File: config.mk
export PLATFORM = sky130hd
export DESIGN_NAME = arith_logic_unit_8bit
export DESIGN_NICKNAME = d
export VERILOG_FILES = /design/src/pkg/alu8_pkg.sv /design/src/core/byte_adder.sv /design/src/core/arith_logic_unit_8bit.sv
export SDC_FILE = /design/constraint.sdc
export NUM_CORES = 1
export LEC_CHECK = 0
export ABC_AREA = 0
export BUFFER_PORTS_ARGS = -buffer_cell sky130_fd_sc_hd__clkbuf_2
export CORE_ASPECT_RATIO = 0.75
export CORE_MARGIN = 2
export CORE_UTILIZATION = 60
export DETAILED_ROUTE_END_ITERATION = 8
export PLACE_DENSITY = 0.81
export SLEW_MARGIN = 10
export SYNTH_ARGS = -nofsm -noshare
export SYNTH_HDL_FRONTEND = slang
export SYNTH_SLANG_ARGS = --single-unit
export TNS_END_PERCENT = 20
File: constraint.sdc
create_clock -name hclk -period 6.2 [get_ports hclk]
set_clock_uncertainty 0.15 [all_clocks]
set_input_delay 1.24 -clock hclk [delete_from_list [all_inputs] [get_ports hclk]]
set_output_delay 1.24 -clock hclk [all_outputs]
set_load 0.02 [all_outputs]
File: src/pkg/alu8_pkg.sv
// Shared constants, opcodes and state encoding for the 8-bit arithmetic and logic unit
package alu8_pkg;

   // ****************************************
   // Register offsets (byte addresses)
   // ****************************************
   localparam logic [7:0] CMD_OFS = 8'h00;
   localparam logic [7:0] DEST_OFS = 8'h04;
   localparam logic [7:0] SRC_OFS = 8'h08;
   localparam logic [7:0] FLAGS_OFS = 8'h0c;
   localparam logic [7:0] RESULT_OFS = 8'h10;

   // ****************************************
   // Field positions
   // ****************************************
   localparam int unsigned OP_W = 5;
   localparam int unsigned FLAG_C = 0;
   localparam int unsigned FLAG_Z = 1;
   localparam int unsigned FLAG_N = 2;
   localparam int unsigned FLAG_V = 3;
   localparam int unsigned FLAG_S = 4;
   localparam int unsigned FLAG_H = 5;

   // ****************************************
   // Values after reset and fixed operands
   // ****************************************
   localparam logic [7:0] ZERO_BYTE = 8'h00;
   localparam logic [7:0] ALL_ONES = 8'hff;
   localparam logic [7:0] ONE_BYTE = 8'h01;
   localparam logic [15:0] ZERO_WORD = 16'h0000;
   localparam logic [31:0] ZERO_BUS = 32'h0000_0000;
   localparam logic [1:0] RESP_OKAY = 2'h0;

   // ****************************************
   // Cycle counts per operation class
   // ****************************************
   localparam int unsigned SHORT_OP_CYCLES = 1;
   localparam int unsigned LONG_OP_CYCLES = 2;

   typedef enum logic [4:0] {
      OP_ADD = 5'h00,
      OP_ADD_CARRY = 5'h01,
      OP_ADD_IMM_PAIR = 5'h02,
      OP_SUB_REGS = 5'h03,
      OP_SUB_IMM = 5'h04,
      OP_SUB_REGS_BORROW = 5'h05,
      OP_SUB_IMM_BORROW = 5'h06,
      OP_SUB_IMM_PAIR = 5'h07,
      OP_AND = 5'h08,
      OP_OR = 5'h09,
      OP_XOR_REGS = 5'h0a,
      OP_ONES_COMPLEMENT = 5'h0b,
      OP_TWOS_COMPLEMENT = 5'h0c,
      OP_SET_MASK_BITS = 5'h0d,
      OP_CLEAR_MASK_BITS = 5'h0e,
      OP_PLUS_ONE = 5'h0f,
      OP_MINUS_ONE = 5'h10,
      OP_ZERO_MINUS_CHECK = 5'h11,
      OP_ZERO_REGISTER = 5'h12,
      OP_ALL_ONES_REGISTER = 5'h13,
      OP_MULT_UNSIGNED = 5'h14,
      OP_MULT_SIGNED = 5'h15
   } op_e;

   typedef enum logic [1:0] {
      ST_IDLE = 2'b00,
      ST_EXEC1 = 2'b01,
      ST_EXEC2 = 2'b11
   } state_e;

endpackage : alu8_pkg

File: src/core/byte_adder.sv
// Eight-bit add or subtract with carry, half carry and overflow
`timescale 1ns/1ps
module byte_adder (
   input wire logic [7:0] a,
   input wire logic [7:0] b,
   input wire logic cin,
   input wire logic sub,
   output logic [7:0] sum,
   output logic cout,
   output logic half,
   output logic ovf
);
   logic [7:0] b_eff;
   logic c_eff;
   logic [8:0] full;
   logic [4:0] low;

   // Subtraction as a + ~b + ~borrow; carries inverted back into borrows
   always_comb begin
      b_eff = sub ? ~b : b;
      c_eff = sub ? ~cin : cin;
      full = {1'b0, a} + {1'b0, b_eff} + {8'h00, c_eff};
      low = {1'b0, a[3:0]} + {1'b0, b_eff[3:0]} + {4'h0, c_eff};
      sum = full[7:0];
      cout = sub ? ~full[8] : full[8];
      half = sub ? ~low[4] : low[4];
      ovf = (a[7] == b_eff[7]) && (full[7] != a[7]);
   end
endmodule : byte_adder

File: src/core/arith_logic_unit_8bit.sv
// Eight-bit arithmetic and logic unit behind an AHB-Lite register slave
//
// Notes on behaviour
// - Add source to destination, optionally with carry; Z,C,N,V,H; one cycle.
// - Add constant to register pair; Z,C,N,V,S; two cycles.
// - Subtract source from destination, optionally with carry; Z,C,N,V,H; one cycle.
// - Subtract constant from destination, optionally with carry; Z,C,N,V,H; one cycle.
// - Subtract constant from register pair; Z,C,N,V,S; two cycles.
// - AND destination with source or constant; only Z,N,V; one cycle.
// - OR destination with source or constant; only Z,N,V; one cycle.
// - XOR two registers into destination; Z,N,V; one cycle.
// - Ones complement 0xFF minus value; twos complement 0x00 minus value, adds H.
// - Set bits ORs mask in; clear bits ANDs with 0xFF minus mask; Z,N,V.
// - Test ANDs destination with itself, value kept, Z,N,V flagged.
//
// The register addresses and the AHB-Lite slave port were chosen for this implementation.
`timescale 1ns/1ps
module arith_logic_unit_8bit (
   input wire logic hclk,
   input wire logic hresetn,
   input wire logic hsel,
   input wire logic [31:0] haddr,
   input wire logic [1:0] htrans,
   input wire logic hwrite,
   input wire logic [2:0] hsize,
   input wire logic hready,
   input wire logic [31:0] hwdata,
   output logic [31:0] hrdata,
   output logic hreadyout,
   output logic [1:0] hresp
);

   // ****************************************
   // Declarations
   // ****************************************
   alu8_pkg::state_e state, next_state;
   alu8_pkg::op_e op, next_op;
   logic [15:0] dest, next_dest;
   logic [7:0] src, next_src;
   logic [7:0] flags, next_flags;
   logic [15:0] result, next_result;
   logic wr_pend, next_wr_pend;
   logic rd_pend, next_rd_pend;
   logic [7:0] addr_q, next_addr_q;
   logic [31:0] next_hrdata;
   logic next_hreadyout;
   logic take;
   logic wr_do;
   logic start;
   logic is_long;
   logic [31:0] read_mux;
   logic [7:0] a_in, b_in;
   logic c_in, sub_in;
   logic [7:0] lo_sum, hi_sum;
   logic lo_cout, lo_half, lo_ovf;
   logic hi_cout, hi_ovf;
   logic [15:0] prod_u;
   logic signed [15:0] prod_s;
   logic [15:0] alu_res;
   logic [7:0] alu_flags;
   logic alu_wide;
   logic [7:0] r8;
   logic [15:0] pair;

   // ****************************************
   // Bus slave
   // ****************************************
   // Only word transfers are expected; hsize is not decoded
   assign take = hsel && htrans[1] && hready;
   assign wr_do = wr_pend && hreadyout;

   always_comb begin
      read_mux = alu8_pkg::ZERO_BUS;
      case (addr_q)
         alu8_pkg::CMD_OFS: read_mux = {27'h0, op};
         alu8_pkg::DEST_OFS: read_mux = {16'h0, dest};
         alu8_pkg::SRC_OFS: read_mux = {24'h0, src};
         alu8_pkg::FLAGS_OFS: read_mux = {24'h0, flags};
         alu8_pkg::RESULT_OFS: read_mux = {16'h0, result};
         default: read_mux = alu8_pkg::ZERO_BUS;
      endcase
   end

   // Reads wait one cycle so a write just finished is always seen
   always_comb begin
      next_wr_pend = wr_pend;
      next_rd_pend = rd_pend;
      next_addr_q = addr_q;
      next_hrdata = hrdata;
      if (wr_do) begin
         next_wr_pend = 1'b0;
      end
      if (rd_pend && state == alu8_pkg::ST_IDLE) begin
         next_hrdata = read_mux;
         next_rd_pend = 1'b0;
      end
      if (take) begin
         next_addr_q = haddr[7:0];
         next_wr_pend = hwrite;
         next_rd_pend = !hwrite;
      end
      // The bus stalls while an operation runs
      next_hreadyout = (next_state == alu8_pkg::ST_IDLE) && !next_rd_pend;
   end

   always_ff @(posedge hclk or negedge hresetn) begin
      if (!hresetn) begin
         wr_pend <= 1'b0;
         rd_pend <= 1'b0;
         addr_q <= alu8_pkg::ZERO_BYTE;
         hrdata <= alu8_pkg::ZERO_BUS;
         hreadyout <= 1'b1;
         hresp <= alu8_pkg::RESP_OKAY;
      end else begin
         wr_pend <= next_wr_pend;
         rd_pend <= next_rd_pend;
         addr_q <= next_addr_q;
         hrdata <= next_hrdata;
         hreadyout <= next_hreadyout;
         hresp <= alu8_pkg::RESP_OKAY;
      end
   end

   // ****************************************
   // Datapath
   // ****************************************
   assign pair = {hi_sum, lo_sum};
   assign prod_u = dest[7:0] * src;
   assign prod_s = $signed(dest[7:0]) * $signed(src);

   byte_adder lo_add (
      .a(a_in),
      .b(b_in),
      .cin(c_in),
      .sub(sub_in),
      .sum(lo_sum),
      .cout(lo_cout),
      .half(lo_half),
      .ovf(lo_ovf)
   );

   // High byte of a pair only takes the low byte's carry or borrow
   byte_adder hi_add (
      .a(dest[15:8]),
      .b(alu8_pkg::ZERO_BYTE),
      .cin(lo_cout),
      .sub(sub_in),
      .sum(hi_sum),
      .cout(hi_cout),
      .half(),
      .ovf(hi_ovf)
   );

   always_comb begin
      a_in = dest[7:0];
      b_in = src;
      c_in = 1'b0;
      sub_in = 1'b0;
      case (op)
         alu8_pkg::OP_ADD_CARRY: c_in = flags[alu8_pkg::FLAG_C];
         alu8_pkg::OP_SUB_REGS,
         alu8_pkg::OP_SUB_IMM,
         alu8_pkg::OP_SUB_IMM_PAIR: sub_in = 1'b1;
         alu8_pkg::OP_SUB_REGS_BORROW,
         alu8_pkg::OP_SUB_IMM_BORROW: begin
            sub_in = 1'b1;
            c_in = flags[alu8_pkg::FLAG_C];
         end
         alu8_pkg::OP_TWOS_COMPLEMENT: begin
            a_in = alu8_pkg::ZERO_BYTE;
            b_in = dest[7:0];
            sub_in = 1'b1;
         end
         alu8_pkg::OP_PLUS_ONE: b_in = alu8_pkg::ONE_BYTE;
         alu8_pkg::OP_MINUS_ONE: begin
            b_in = alu8_pkg::ONE_BYTE;
            sub_in = 1'b1;
         end
         default: c_in = 1'b0;
      endcase
   end

   always_comb begin
      r8 = lo_sum;
      alu_flags = flags;
      alu_wide = 1'b0;
      case (op)
         alu8_pkg::OP_AND: r8 = dest[7:0] & src;
         alu8_pkg::OP_OR, alu8_pkg::OP_SET_MASK_BITS: r8 = dest[7:0] | src;
         alu8_pkg::OP_XOR_REGS: r8 = dest[7:0] ^ src;
         alu8_pkg::OP_ONES_COMPLEMENT: r8 = alu8_pkg::ALL_ONES - dest[7:0];
         alu8_pkg::OP_CLEAR_MASK_BITS: r8 = dest[7:0] & (alu8_pkg::ALL_ONES - src);
         alu8_pkg::OP_ZERO_MINUS_CHECK: r8 = dest[7:0] & dest[7:0];
         alu8_pkg::OP_ZERO_REGISTER: r8 = dest[7:0] ^ dest[7:0];
         alu8_pkg::OP_ALL_ONES_REGISTER: r8 = alu8_pkg::ALL_ONES;
         default: r8 = lo_sum;
      endcase
      alu_res = {8'h00, r8};
      case (op)
         alu8_pkg::OP_ADD, alu8_pkg::OP_ADD_CARRY, alu8_pkg::OP_SUB_REGS, alu8_pkg::OP_SUB_IMM,
         alu8_pkg::OP_SUB_REGS_BORROW, alu8_pkg::OP_SUB_IMM_BORROW, alu8_pkg::OP_TWOS_COMPLEMENT: begin
            alu_flags[alu8_pkg::FLAG_C] = lo_cout;
            alu_flags[alu8_pkg::FLAG_Z] = (r8 == alu8_pkg::ZERO_BYTE);
            alu_flags[alu8_pkg::FLAG_N] = r8[7];
            alu_flags[alu8_pkg::FLAG_V] = lo_ovf;
            alu_flags[alu8_pkg::FLAG_H] = lo_half;
            // Borrow forms keep zero only if it was already set, for chained compares
            if (op == alu8_pkg::OP_SUB_REGS_BORROW || op == alu8_pkg::OP_SUB_IMM_BORROW) begin
               alu_flags[alu8_pkg::FLAG_Z] = (r8 == alu8_pkg::ZERO_BYTE) && flags[alu8_pkg::FLAG_Z];
            end
         end
         alu8_pkg::OP_AND, alu8_pkg::OP_OR, alu8_pkg::OP_XOR_REGS, alu8_pkg::OP_SET_MASK_BITS,
         alu8_pkg::OP_CLEAR_MASK_BITS, alu8_pkg::OP_ZERO_MINUS_CHECK, alu8_pkg::OP_ZERO_REGISTER: begin
            alu_flags[alu8_pkg::FLAG_Z] = (r8 == alu8_pkg::ZERO_BYTE);
            alu_flags[alu8_pkg::FLAG_N] = r8[7];
            alu_flags[alu8_pkg::FLAG_V] = 1'b0;
         end
         alu8_pkg::OP_ONES_COMPLEMENT: begin
            alu_flags[alu8_pkg::FLAG_C] = 1'b1;
            alu_flags[alu8_pkg::FLAG_Z] = (r8 == alu8_pkg::ZERO_BYTE);
            alu_flags[alu8_pkg::FLAG_N] = r8[7];
            alu_flags[alu8_pkg::FLAG_V] = 1'b0;
         end
         alu8_pkg::OP_PLUS_ONE, alu8_pkg::OP_MINUS_ONE: begin
            alu_flags[alu8_pkg::FLAG_Z] = (r8 == alu8_pkg::ZERO_BYTE);
            alu_flags[alu8_pkg::FLAG_N] = r8[7];
            alu_flags[alu8_pkg::FLAG_V] = lo_ovf;
         end
         alu8_pkg::OP_ADD_IMM_PAIR, alu8_pkg::OP_SUB_IMM_PAIR: begin
            alu_res = pair;
            alu_wide = 1'b1;
            alu_flags[alu8_pkg::FLAG_C] = hi_cout;
            alu_flags[alu8_pkg::FLAG_Z] = (pair == alu8_pkg::ZERO_WORD);
            alu_flags[alu8_pkg::FLAG_N] = pair[15];
            alu_flags[alu8_pkg::FLAG_V] = hi_ovf;
            alu_flags[alu8_pkg::FLAG_S] = pair[15] ^ hi_ovf;
         end
         alu8_pkg::OP_MULT_UNSIGNED, alu8_pkg::OP_MULT_SIGNED: begin
            alu_res = (op == alu8_pkg::OP_MULT_SIGNED) ? prod_s : prod_u;
            alu_flags[alu8_pkg::FLAG_C] = alu_res[15];
            alu_flags[alu8_pkg::FLAG_Z] = (alu_res == alu8_pkg::ZERO_WORD);
         end
         default: alu_flags = flags;
      endcase
   end

   // ****************************************
   // Sequencer and operand registers
   // ****************************************
   assign is_long = (op == alu8_pkg::OP_ADD_IMM_PAIR) || (op == alu8_pkg::OP_SUB_IMM_PAIR) ||
                    (op == alu8_pkg::OP_MULT_UNSIGNED) || (op == alu8_pkg::OP_MULT_SIGNED);
   assign start = wr_do && (addr_q == alu8_pkg::CMD_OFS) && (state == alu8_pkg::ST_IDLE);

   always_comb begin
      next_state = state;
      next_op = op;
      next_dest = dest;
      next_src = src;
      next_flags = flags;
      next_result = result;
      case (state)
         alu8_pkg::ST_IDLE: begin
            if (start) begin
               next_op = alu8_pkg::op_e'(hwdata[alu8_pkg::OP_W-1:0]);
               next_state = alu8_pkg::ST_EXEC1;
            end else if (wr_do && addr_q == alu8_pkg::DEST_OFS) begin
               next_dest = hwdata[15:0];
            end else if (wr_do && addr_q == alu8_pkg::SRC_OFS) begin
               next_src = hwdata[7:0];
            end else if (wr_do && addr_q == alu8_pkg::FLAGS_OFS) begin
               next_flags = hwdata[7:0];
            end
         end
         alu8_pkg::ST_EXEC1, alu8_pkg::ST_EXEC2: begin
            // Long operations commit on the second cycle
            if (state == alu8_pkg::ST_EXEC1 && is_long) begin
               next_state = alu8_pkg::ST_EXEC2;
            end else begin
               next_state = alu8_pkg::ST_IDLE;
               next_result = alu_res;
               next_flags = alu_flags;
               if (alu_wide) begin
                  next_dest = alu_res;
               end else if (op != alu8_pkg::OP_MULT_UNSIGNED && op != alu8_pkg::OP_MULT_SIGNED) begin
                  next_dest = {dest[15:8], alu_res[7:0]};
               end
            end
         end
         default: next_state = alu8_pkg::ST_IDLE;
      endcase
   end

   always_ff @(posedge hclk or negedge hresetn) begin
      if (!hresetn) begin
         state <= alu8_pkg::ST_IDLE;
         op <= alu8_pkg::OP_ADD;
         dest <= alu8_pkg::ZERO_WORD;
         src <= alu8_pkg::ZERO_BYTE;
         flags <= alu8_pkg::ZERO_BYTE;
         result <= alu8_pkg::ZERO_WORD;
      end else begin
         state <= next_state;
         op <= next_op;
         dest <= next_dest;
         src <= next_src;
         flags <= next_flags;
         result <= next_result;
      end
   end
endmodule : arith_logic_unit_8bit

[After elaboration in Yosys (flattened, before gate mapping)]
Index checks and enable logic that the tools add are counted.
Storage, ports and cells
  register bits after elaboration: 98
  bits in writable memories: 0
  latch bits: 0
  memories kept: 0
  ROM bits: 0
  bits of input ports: 74
  word-level logic and storage cells: 184
Cells by class
  $lt $le $gt $ge: 0
  bitwise gates (word level): 18
  div/mod/pow operators: 0
  multipliers: 2
  eq/ne operators: 46
  add/sub/neg operators: 8
  shift-type cells: 0
  reduce and logical (&&, ||, !) cells: 52
  mux-type cells: 41
Operator list (number)
  2-to-1 mux 16 bit: 5
  case mux 16 bit (5 select lines): 1
  2-to-1 mux 8 bit: 8
  case mux 16 bit (2 select lines): 2
  case mux 8 bit (8 select lines): 1
  equality test 5 x 4 -> 1 bit, second input constant: 8
  AND reduction 7 bit: 5
  logical NOT 16 bit: 2
  multiplier 8 x 8 -> 16 bit: 2
  case mux 8 bit (2 select lines): 2
  equality test 5 bit, second input constant: 6
  bitwise AND 8 bit: 3
  equality test 5 x 3 -> 1 bit, second input constant: 4
  != test 5 bit, second input constant: 4
  adder 8 x 8 -> 9 bit: 2
  adder 9 x 1 -> 9 bit: 2
  equality test 8 x 4 -> 1 bit, second input constant: 2
  logical NOT 8 bit: 2
  subtractor 8 bit, first input constant: 2
  XOR 8 bit: 2
  logical AND 1 bit: 15
  2-to-1 mux 1 bit: 15
  != test 2 bit, second input constant: 7
  OR reduction 7 bit: 2
  other kinds (36): 63

[Logic depth before layout (Yosys ltp)]
Gate-level depths: netlist of run 1.
  depth in word-level cells: 18
  depth in mapped cells: 24

[Modules after synthesis]
Synthesis of run 1 repeated with hierarchy kept, for this count alone.
Second synthesis, totals
  cells, all modules: 1209
  area, all modules: 10287.4 µm²
Modules (own cells, without submodules)
  arith_logic_unit_8bit: seq. area each 2053.2 µm², cells an instance 1104, area an instance 9391.5 µm², times used 1
  byte_adder (lo_add): seq. area each 0.0 µm², cells an instance 55, area an instance 459.2 µm², times used 1
  byte_adder (hi_add): seq. area each 0.0 µm², cells an instance 50, area an instance 436.7 µm², times used 1

[Worst setup path after synthesis of run 1]
Ideal clock, no wire load.
  path kind: register -> register
  start: register dest[7]
  end: register flags[1]
  data arrival time: 5.004 ns
  setup time: 0.066 ns
  stages on the path, launching flop included: 22
  clock period less this slack: 5.220 ns
  required time: 5.984 ns
  path buffers: 1
  slack: 0.980 ns
  cell sequence: dfrtp_1 -> clkbuf_1 -> clkinv_1 -> nor2_1 -> inv_1 -> fa_1 -> inv_1 -> fa_1 -> fa_1 -> inv_1 -> fa_1 -> inv_1 -> ha_1 -> o21ai_0 -> o211ai_1 -> a41oi_1 -> o21ai_0 -> xnor2_1 -> mux2i_1 -> or2_2 -> nor4_1 -> o31a_1
On the way
  longest elaborated chain between the ends: 14
Ends and longest elaborated chain
  start, declared: RTL line arith_logic_unit_8bit.sv:38  | logic [15:0] dest, next_dest;
  start signal, assigned: RTL line arith_logic_unit_8bit.sv:297  | dest <= alu8_pkg::ZERO_WORD;
  start signal, assigned: RTL line arith_logic_unit_8bit.sv:304  | dest <= next_dest;
  case mux 8 bit (2 select lines): RTL line arith_logic_unit_8bit.sv:159  | case (op)
  NOT 8 bit: RTL line byte_adder.sv:20  | b_eff = sub ? ~b : b;
  2-to-1 mux 8 bit: RTL line byte_adder.sv:20
  adder 8 x 8 -> 9 bit: RTL line byte_adder.sv:22  | full = {1'b0, a} + {1'b0, b_eff} + {8'h00, c_eff};
  adder 9 x 1 -> 9 bit: RTL line byte_adder.sv:22
  NOT 1 bit: RTL line byte_adder.sv:25  | cout = sub ? ~full[8] : full[8];
  2-to-1 mux 1 bit: RTL line byte_adder.sv:25
  NOT 1 bit: RTL line byte_adder.sv:21  | c_eff = sub ? ~cin : cin;
  2-to-1 mux 1 bit: RTL line byte_adder.sv:21
  adder 9 x 1 -> 9 bit: RTL line byte_adder.sv:22
  logical NOT 16 bit: RTL line arith_logic_unit_8bit.sv:233  | alu_flags[alu8_pkg::FLAG_Z] = (pair == alu8_pkg::ZERO_WORD);
  case mux 1 bit (4 select lines) *: RTL line arith_logic_unit_8bit.sv:199  | case (op)
  2-to-1 mux 6 bit *: RTL line arith_logic_unit_8bit.sv:276  | if (state == alu8_pkg::ST_EXEC1 && is_long) begin
  case mux 8 bit (2 select lines) *: RTL line arith_logic_unit_8bit.sv:261  | case (state)
  end signal, assigned: RTL line arith_logic_unit_8bit.sv:299  | flags <= alu8_pkg::ZERO_BYTE;
  end signal, assigned: RTL line arith_logic_unit_8bit.sv:306  | flags <= next_flags;
  end, declared: RTL line arith_logic_unit_8bit.sv:40  | logic [7:0] flags, next_flags;
Mark *: on every way between the ends. The rest lies on a longest branch, timed or not. The select of a mux whose other input is x is not followed.
A chain may end at the register's enable or synchronous reset.

[Final worst setup path of run 1]
  start: register src[4]
  end: register flags[1]
On the way
  longest elaborated chain between the ends: 14
Ends and longest elaborated chain
  start, declared: RTL line arith_logic_unit_8bit.sv:39  | logic [7:0] src, next_src;
  start signal, assigned: RTL line arith_logic_unit_8bit.sv:298  | src <= alu8_pkg::ZERO_BYTE;
  start signal, assigned: RTL line arith_logic_unit_8bit.sv:305  | src <= next_src;
  case mux 8 bit (2 select lines): RTL line arith_logic_unit_8bit.sv:159
  NOT 8 bit: RTL line byte_adder.sv:20
  2-to-1 mux 8 bit: RTL line byte_adder.sv:20
  adder 8 x 8 -> 9 bit: RTL line byte_adder.sv:22
  adder 9 x 1 -> 9 bit: RTL line byte_adder.sv:22
  NOT 1 bit: RTL line byte_adder.sv:25
  2-to-1 mux 1 bit: RTL line byte_adder.sv:25
  NOT 1 bit: RTL line byte_adder.sv:21
  2-to-1 mux 1 bit: RTL line byte_adder.sv:21
  adder 9 x 1 -> 9 bit: RTL line byte_adder.sv:22
  logical NOT 16 bit: RTL line arith_logic_unit_8bit.sv:233
  case mux 1 bit (4 select lines) *: RTL line arith_logic_unit_8bit.sv:199
  2-to-1 mux 6 bit *: RTL line arith_logic_unit_8bit.sv:276
  case mux 8 bit (2 select lines) *: RTL line arith_logic_unit_8bit.sv:261
Marked as above.

==> results.cfg, run 1 <==
[critical_path]
worstSetupStartpoint = src[4]
worst-setup-path-type = flip-flop to flip-flop
worstReg2RegStart = src[4]
crit_path_start_kind = flip-flop
rr_worst_depth = 19
rrSetupSlack_ps = 290
critical_path.max_stage_delay_ps = 670
critPathMostFrequentCell = fa_1
path_max_fanout = 10
critPathSlowestCell = dfrtp_1
cp.arrival_ps = 6040
critPathBufInv = 4
critical_path.top_delay_family = adder cells
crit_path_end_kind = flip-flop
path_cells = inv_1 -> nor2_1 -> fa_1 -> inv_1 -> fa_1 -> fa_1 -> fa_1 -> inv_1 -> ha_1 -> or3_1 -> o21bai_1 -> a41o_1 -> o22ai_1 -> xnor2_1 -> mux2i_1 -> or2_2 -> nor4_1 -> buf_4 -> o31a_1
cp_data_required_time_ps = 6330
worstReg2RegEnd = flags[1]

[synth]
synth_edf_count = 0
synth.distinct_cells = 83
avgSynthCellArea_um2 = 8.45
yosys_register_bits = 82
synth_top_cell_by_area = dfrtp_1
syn-instance-count = 1214
netlist_area_um2 = 10300
ys.flop_type = dfrtp_1
ys_seq_area_frac = 0.200
postSynth.asyncResetShare = 1.00
synth_top_area_frac = 0.198
yosys_warnings = 0
yosys-top-cells-area = dfrtp_1 (20%), fa_1 (17%), ha_1 (10%), inv_1 (5.9%), nand2_1 (4.0%)

[floorplan]
die_h_um = 117
start_util = 0.611
die_width_um = 155
rows = 41
ios = 109
core_area_um2 = 16800
die_area_um2 = 18200

[place]
port_buffers = 46
gp_congestion = 1.05
dp_slack_ps = 259
dp_hpwl_mm = 23.3

[route]
first_iter_violations = 1098
viasPerCell = 6.15
totalWireLength_mm = 29.8
dr.pass1.iters = 7
wire_per_inst_um = 20.2
vias = 9065
drc = 0
antenna_left = 0

[sta]
setup_viol = 0
fmax_ghz = 0.169
layout_setup_ws_ps = 287
final-hold-violation-count = 0
relSlewSlack = 0.277
period_share = 0.954
rsz0062_at_grt = false
min_period_ps = 5910
tns_ps = 0
maxSlewViolCount = 0
worst_pin_slew_ps = 1080

[cells_and_area]
num-fill-cells = 1411
areaGrowthSynthToFinish_pct = 7.80
multiInputGateArea_um2 = 7240
final_net_count = 1498
drive_gt1_frac = 0.129
n_antenna_cell = 0
register_area_um2 = 2060

[pwr]
leakage_nw = 5.41
power.density_nw_per_um2 = 562
finalPower_w = 0.00621
ir_worst_vdd_v = 0.000430

[clock_tree]
cts_tree = built
cts_max_level = 3
clock-sinks = 82
clock_path_buffers = 2
clk_pin_slew_ps = 70
clkLatencyLatePin_ps = 340
cts-buffers-inserted = 9
clock-root-buffer = clkbuf_16

[worst_hold_path]
hold_depth = 2
hold_start = hrdata[8]
hp-class = flip-flop to flip-flop
hold_path_end = hrdata[8]

[grt]
antenna_found_initial = 0
grt_pass1_vias = 8678
gr-total-overflow = 0
grt_use_total = 0.336
grt_pass1_wl_mm = 46.8
grt_max_degree = 83

[run]
maxCapViolations = 0

[run_status]
status = completed
## tightest hold or removal path, cell delays in order (launching register included)
cell and delay (ps):
dfrtp_1 340, nand2_1 50, o21ai_0 60
## Yosys cell counts, drive strengths merged, types with 16 or more instances
cell type and n:
ha 83, inv 163, nor2 104, o21ai 96, xnor2 35, fa 87, a21oi 59, clkbuf 39
mux2 30, dfrtp 81, nand3 16, mux2i 21, buf 38, nand2 110
## layout by cell type (no fill, tap or decap), drive strengths merged, types with 10 or more instances in the layout
master  count
nor3b      15
o21ai      96
nand2     110
a211oi     12
mux2       30
o22ai      10
a21o       13
xor2       12
ha         83
nand3      16
nor2      104
xnor2      35
clkbuf     55
a31oi      11
a21oi      59
fa         87
buf        44
inv       166
mux2i      21
dfrtp      81
nor3       15
o211ai     11
conb       18
## logic make-up after synthesis
family                     Yosys count  synth area share
other                                1          0.000366
adders and majority gates          171             0.272
xor gates and xnor gates            47            0.0401
buffers and inverters              247             0.101
and+or+nand+nor                    334             0.159
muxes                               51            0.0534
AOI/OAI and AO/OA                  281             0.174
DFF                                 82             0.200
## what timing repair did
item,CTS,global route
endpoints found under the setup margin,0,1
hold buffers,0,0
resized for setup,0,5
setup buffers,0,0
## stage by stage
stage,utilization,area [um^2],hold WS [ps],instances
global route,0.659,11100,360,1474
detailed placement,0.641,10800,319,1458
CTS,0.658,11000,332,1474
finish,0.659,11100,330,1474
floorplan,-,10300,300,1231
global placement,0.641,10800,312,1458
## power by group
group,switching [W],total (W),internal [W]
clock,0.000237,0.000525,0.000288
combinational,0.00298,0.00501,0.00203
sequential,0.0000937,0.000679,0.000585
## state kept, by name, summed over array words and instances (netlist names)
| register | count |
|---|---|
| op | 5 |
| state | 2 |
| hreadyout | 1 |
| flags | 8 |
| rd_pend | 1 |
| src | 8 |
| wr_pend | 1 |
| result | 16 |
| addr_q | 8 |
| dest | 16 |
| hrdata | 16 |
## per-layer routing
layer	vias up	GRT usage	part of all wire
met1	4356	0.487	0.43
met2	500	0.492	0.42
li1	4155	-	-
met5	-	0	0
met3	54	0.113	0.13
met4	0	0.0667	0.018
## final cells by class
type                            count  area share
Sequential cell                    82       0.186
Inverter                          170      0.0580
Multi-Input combinational cell    902       0.655
Timing Repair Buffer               89      0.0503
Clock inverter                      6     0.00441
Clock buffer                       10      0.0216
Tap cell                          215      0.0243
## how the worst max path moves through the flow
stage          endpoint  slack (ps)  depth (start not counted)
2_1_floorplan  flags[1]         980                         21
3_3_place_gp   flags[1]         400                         21
3_5_place_dp   flags[1]         260                         21
4_1_cts        flags[1]         210                         21
5_1_grt        flags[1]          10                         21
6_report       flags[1]         290                         19
(Power assumes the default switching activity.)
==> run 2, diff against run 1 <==
--- a/config.mk
+++ b/config.mk
@@ -8,10 +8,10 @@
 export ABC_AREA = 0
 export BUFFER_PORTS_ARGS = -buffer_cell sky130_fd_sc_hd__clkbuf_2
 export CORE_ASPECT_RATIO = 0.75
-export CORE_MARGIN = 2
+export CORE_MARGIN = 8
 export CORE_UTILIZATION = 60
 export DETAILED_ROUTE_END_ITERATION = 8
-export PLACE_DENSITY = 0.81
+export PLACE_DENSITY = 0.82
 export SLEW_MARGIN = 10
 export SYNTH_ARGS = -nofsm -noshare
 export SYNTH_HDL_FRONTEND = slang
==> constraint.sdc (replaced) <==
create_clock -name hclk -period 6.2 [get_ports hclk]
set_clock_uncertainty 0.15 [all_clocks]
set_input_delay 0.93 -clock hclk [delete_from_list [all_inputs] [get_ports hclk]]
set_output_delay 0.93 -clock hclk [all_outputs]
set_load 0.02 [all_outputs]
==> results.cfg, run 2 (synthesis gave the netlist of run 1 again) <==
[cells_and_area]
reg.largest.list = dest (16), hrdata (16), result (16)
areaGrowthSynthToFinish_pct = 7.61
num-fill-cells = 1417
layout.cells.most_common = inv_1
n_antenna_cell = 0
multiInputGateArea_um2 = 7230
drive_gt1_frac = 0.124
final_cell_mix = inv_1 (160), nand2_1 (108), nor2_1 (104)
register_area_um2 = 2050
final_net_count = 1494
instances_no_fill = 1470

[sta]
layout_setup_ws_ps = 111
setup_viol = 0
fmax_ghz = 0.164
min_period_ps = 6090
maxSlewViolCount = 0
period_share = 0.982
relSlewSlack = 0.218
worst_pin_slew_ps = 1170
final-hold-violation-count = 0
rsz0062_at_grt = false
tns_ps = 0

[pwr]
power.density_nw_per_um2 = 564
ir_worst_vdd_v = 0.000515
leakage_nw = 5.41

[critical_path]
rr_worst_depth = 19
cp.arrival_ps = 6220
worst-setup-path-type = flip-flop to flip-flop
cp_data_required_time_ps = 6330
crit_path_end_kind = flip-flop
crit_path_start_kind = flip-flop
path_max_fanout = 11

[route]
drc = 0
viasPerCell = 6.29
totalWireLength_mm = 29.9
wire_per_inst_um = 20.3
antenna_left = 0
first_iter_violations = 1282
vias = 9251
dr.pass1.iters = 8

[grt]
grt_max_degree = 83
grt_pass1_wl_mm = 47.5
grt_use_total = 0.278
grt_pass1_vias = 8836
gr-total-overflow = 0
antenna_found_initial = 1

[floorplan]
ios = 109
rows = 41
die_area_um2 = 21600
die_h_um = 129
core_area_um2 = 16800
start_util = 0.611
die_width_um = 167

[clock_tree]
holdBufCountCts = 0
clock_path_buffers = 2
cts_tree = built
clock-sinks = 82
cts_max_level = 3
cts-buffers-inserted = 9
clkLatencyLatePin_ps = 340
clk_pin_slew_ps = 70
clock-root-buffer = clkbuf_16

[place]
dp_slack_ps = 312
port_buffers = 46
dp_hpwl_mm = 23.6
place_inst = 1454
gp_congestion = 1.03

[run_status]
status = completed

[worst_hold_path]
hp-class = flip-flop to flip-flop
hold_depth = 2

[run]
maxCapViolations = 0
[run 2: changes by cell type in the layout (fill, tap and decap cells not counted), sizes merged]
cell    delta
buf        -4
bufinv     +1
inv        -1
[run 2: layer usage]
layer,vias to the layer above,global-route usage,share of wire
li1,4144,-,-
met1,4434,0.396,0.42
met2,589,0.403,0.41
met3,80,0.0830,0.14
met4,4,0.0750,0.026
met5,-,0.0274,0.0029
[run 2: final timing paths]
check,start,end,slack [ps]
max in group asynchronous,hresetn,src[1],4580
hold / removal,hrdata[2],hrdata[2],330
setup reg to reg,src[2],flags[1],110
min in group asynchronous,hresetn,addr_q[1],610
setup / recovery,src[2],flags[1],110
hold reg to reg,hrdata[2],hrdata[2],330
[run 2: timing repair]
item / in CTS / in global routing
resized for setup: 0 / 1
endpoints found under the setup margin: 0 / 1
setup buffers: 0 / 0
[run 2: critical path, stage by stage (launching register included)]
cell      delay (ps)
dfrtp_1          730
nand2_1          170
fa_1             530
fa_1             570
inv_1             60
fa_1             530
inv_1             50
fa_1             470
inv_1             40
ha_1             210
nor3_1           310
o211ai_1         260
a41oi_1          360
o21ai_0          170
xnor2_1          250
mux2i_1          180
or2_2            320
nor4_1           360
buf_4            180
o31a_1           110
[run 2: metrics by stage]
step / area (um^2) / utilization / total power, W / hold WS, ps
after global placement: 10700 / 0.639 / 0.00532 / 312
final: 11000 / 0.658 / 0.00622 / 329
after detailed placement: 10700 / 0.639 / 0.00547 / 320
after CTS: 11000 / 0.658 / 0.00608 / 334
after floorplan: 10300 / - / 0.00415 / 300
after global routing: 11000 / 0.658 / 0.00674 / 360
[run 2: final cells by class]
cell class / count / share of cell area
multi-input combinational: 902 / 0.655
clock inverter: 6 / 0.00669
inverter: 170 / 0.0581
timing repair buffer: 85 / 0.0476
clock buffer: 10 / 0.0217
sequential: 82 / 0.186
tap: 215 / 0.0244
[run 2: where the power goes]
group | internal [W] | switching (W) | total [W]
Sequential | 0.000585 | 0.0000898 | 0.000675
Clock | 0.000328 | 0.000235 | 0.000563
Combinational | 0.00200 | 0.00299 | 0.00499
Total | 0.00291 | 0.00331 | 0.00622
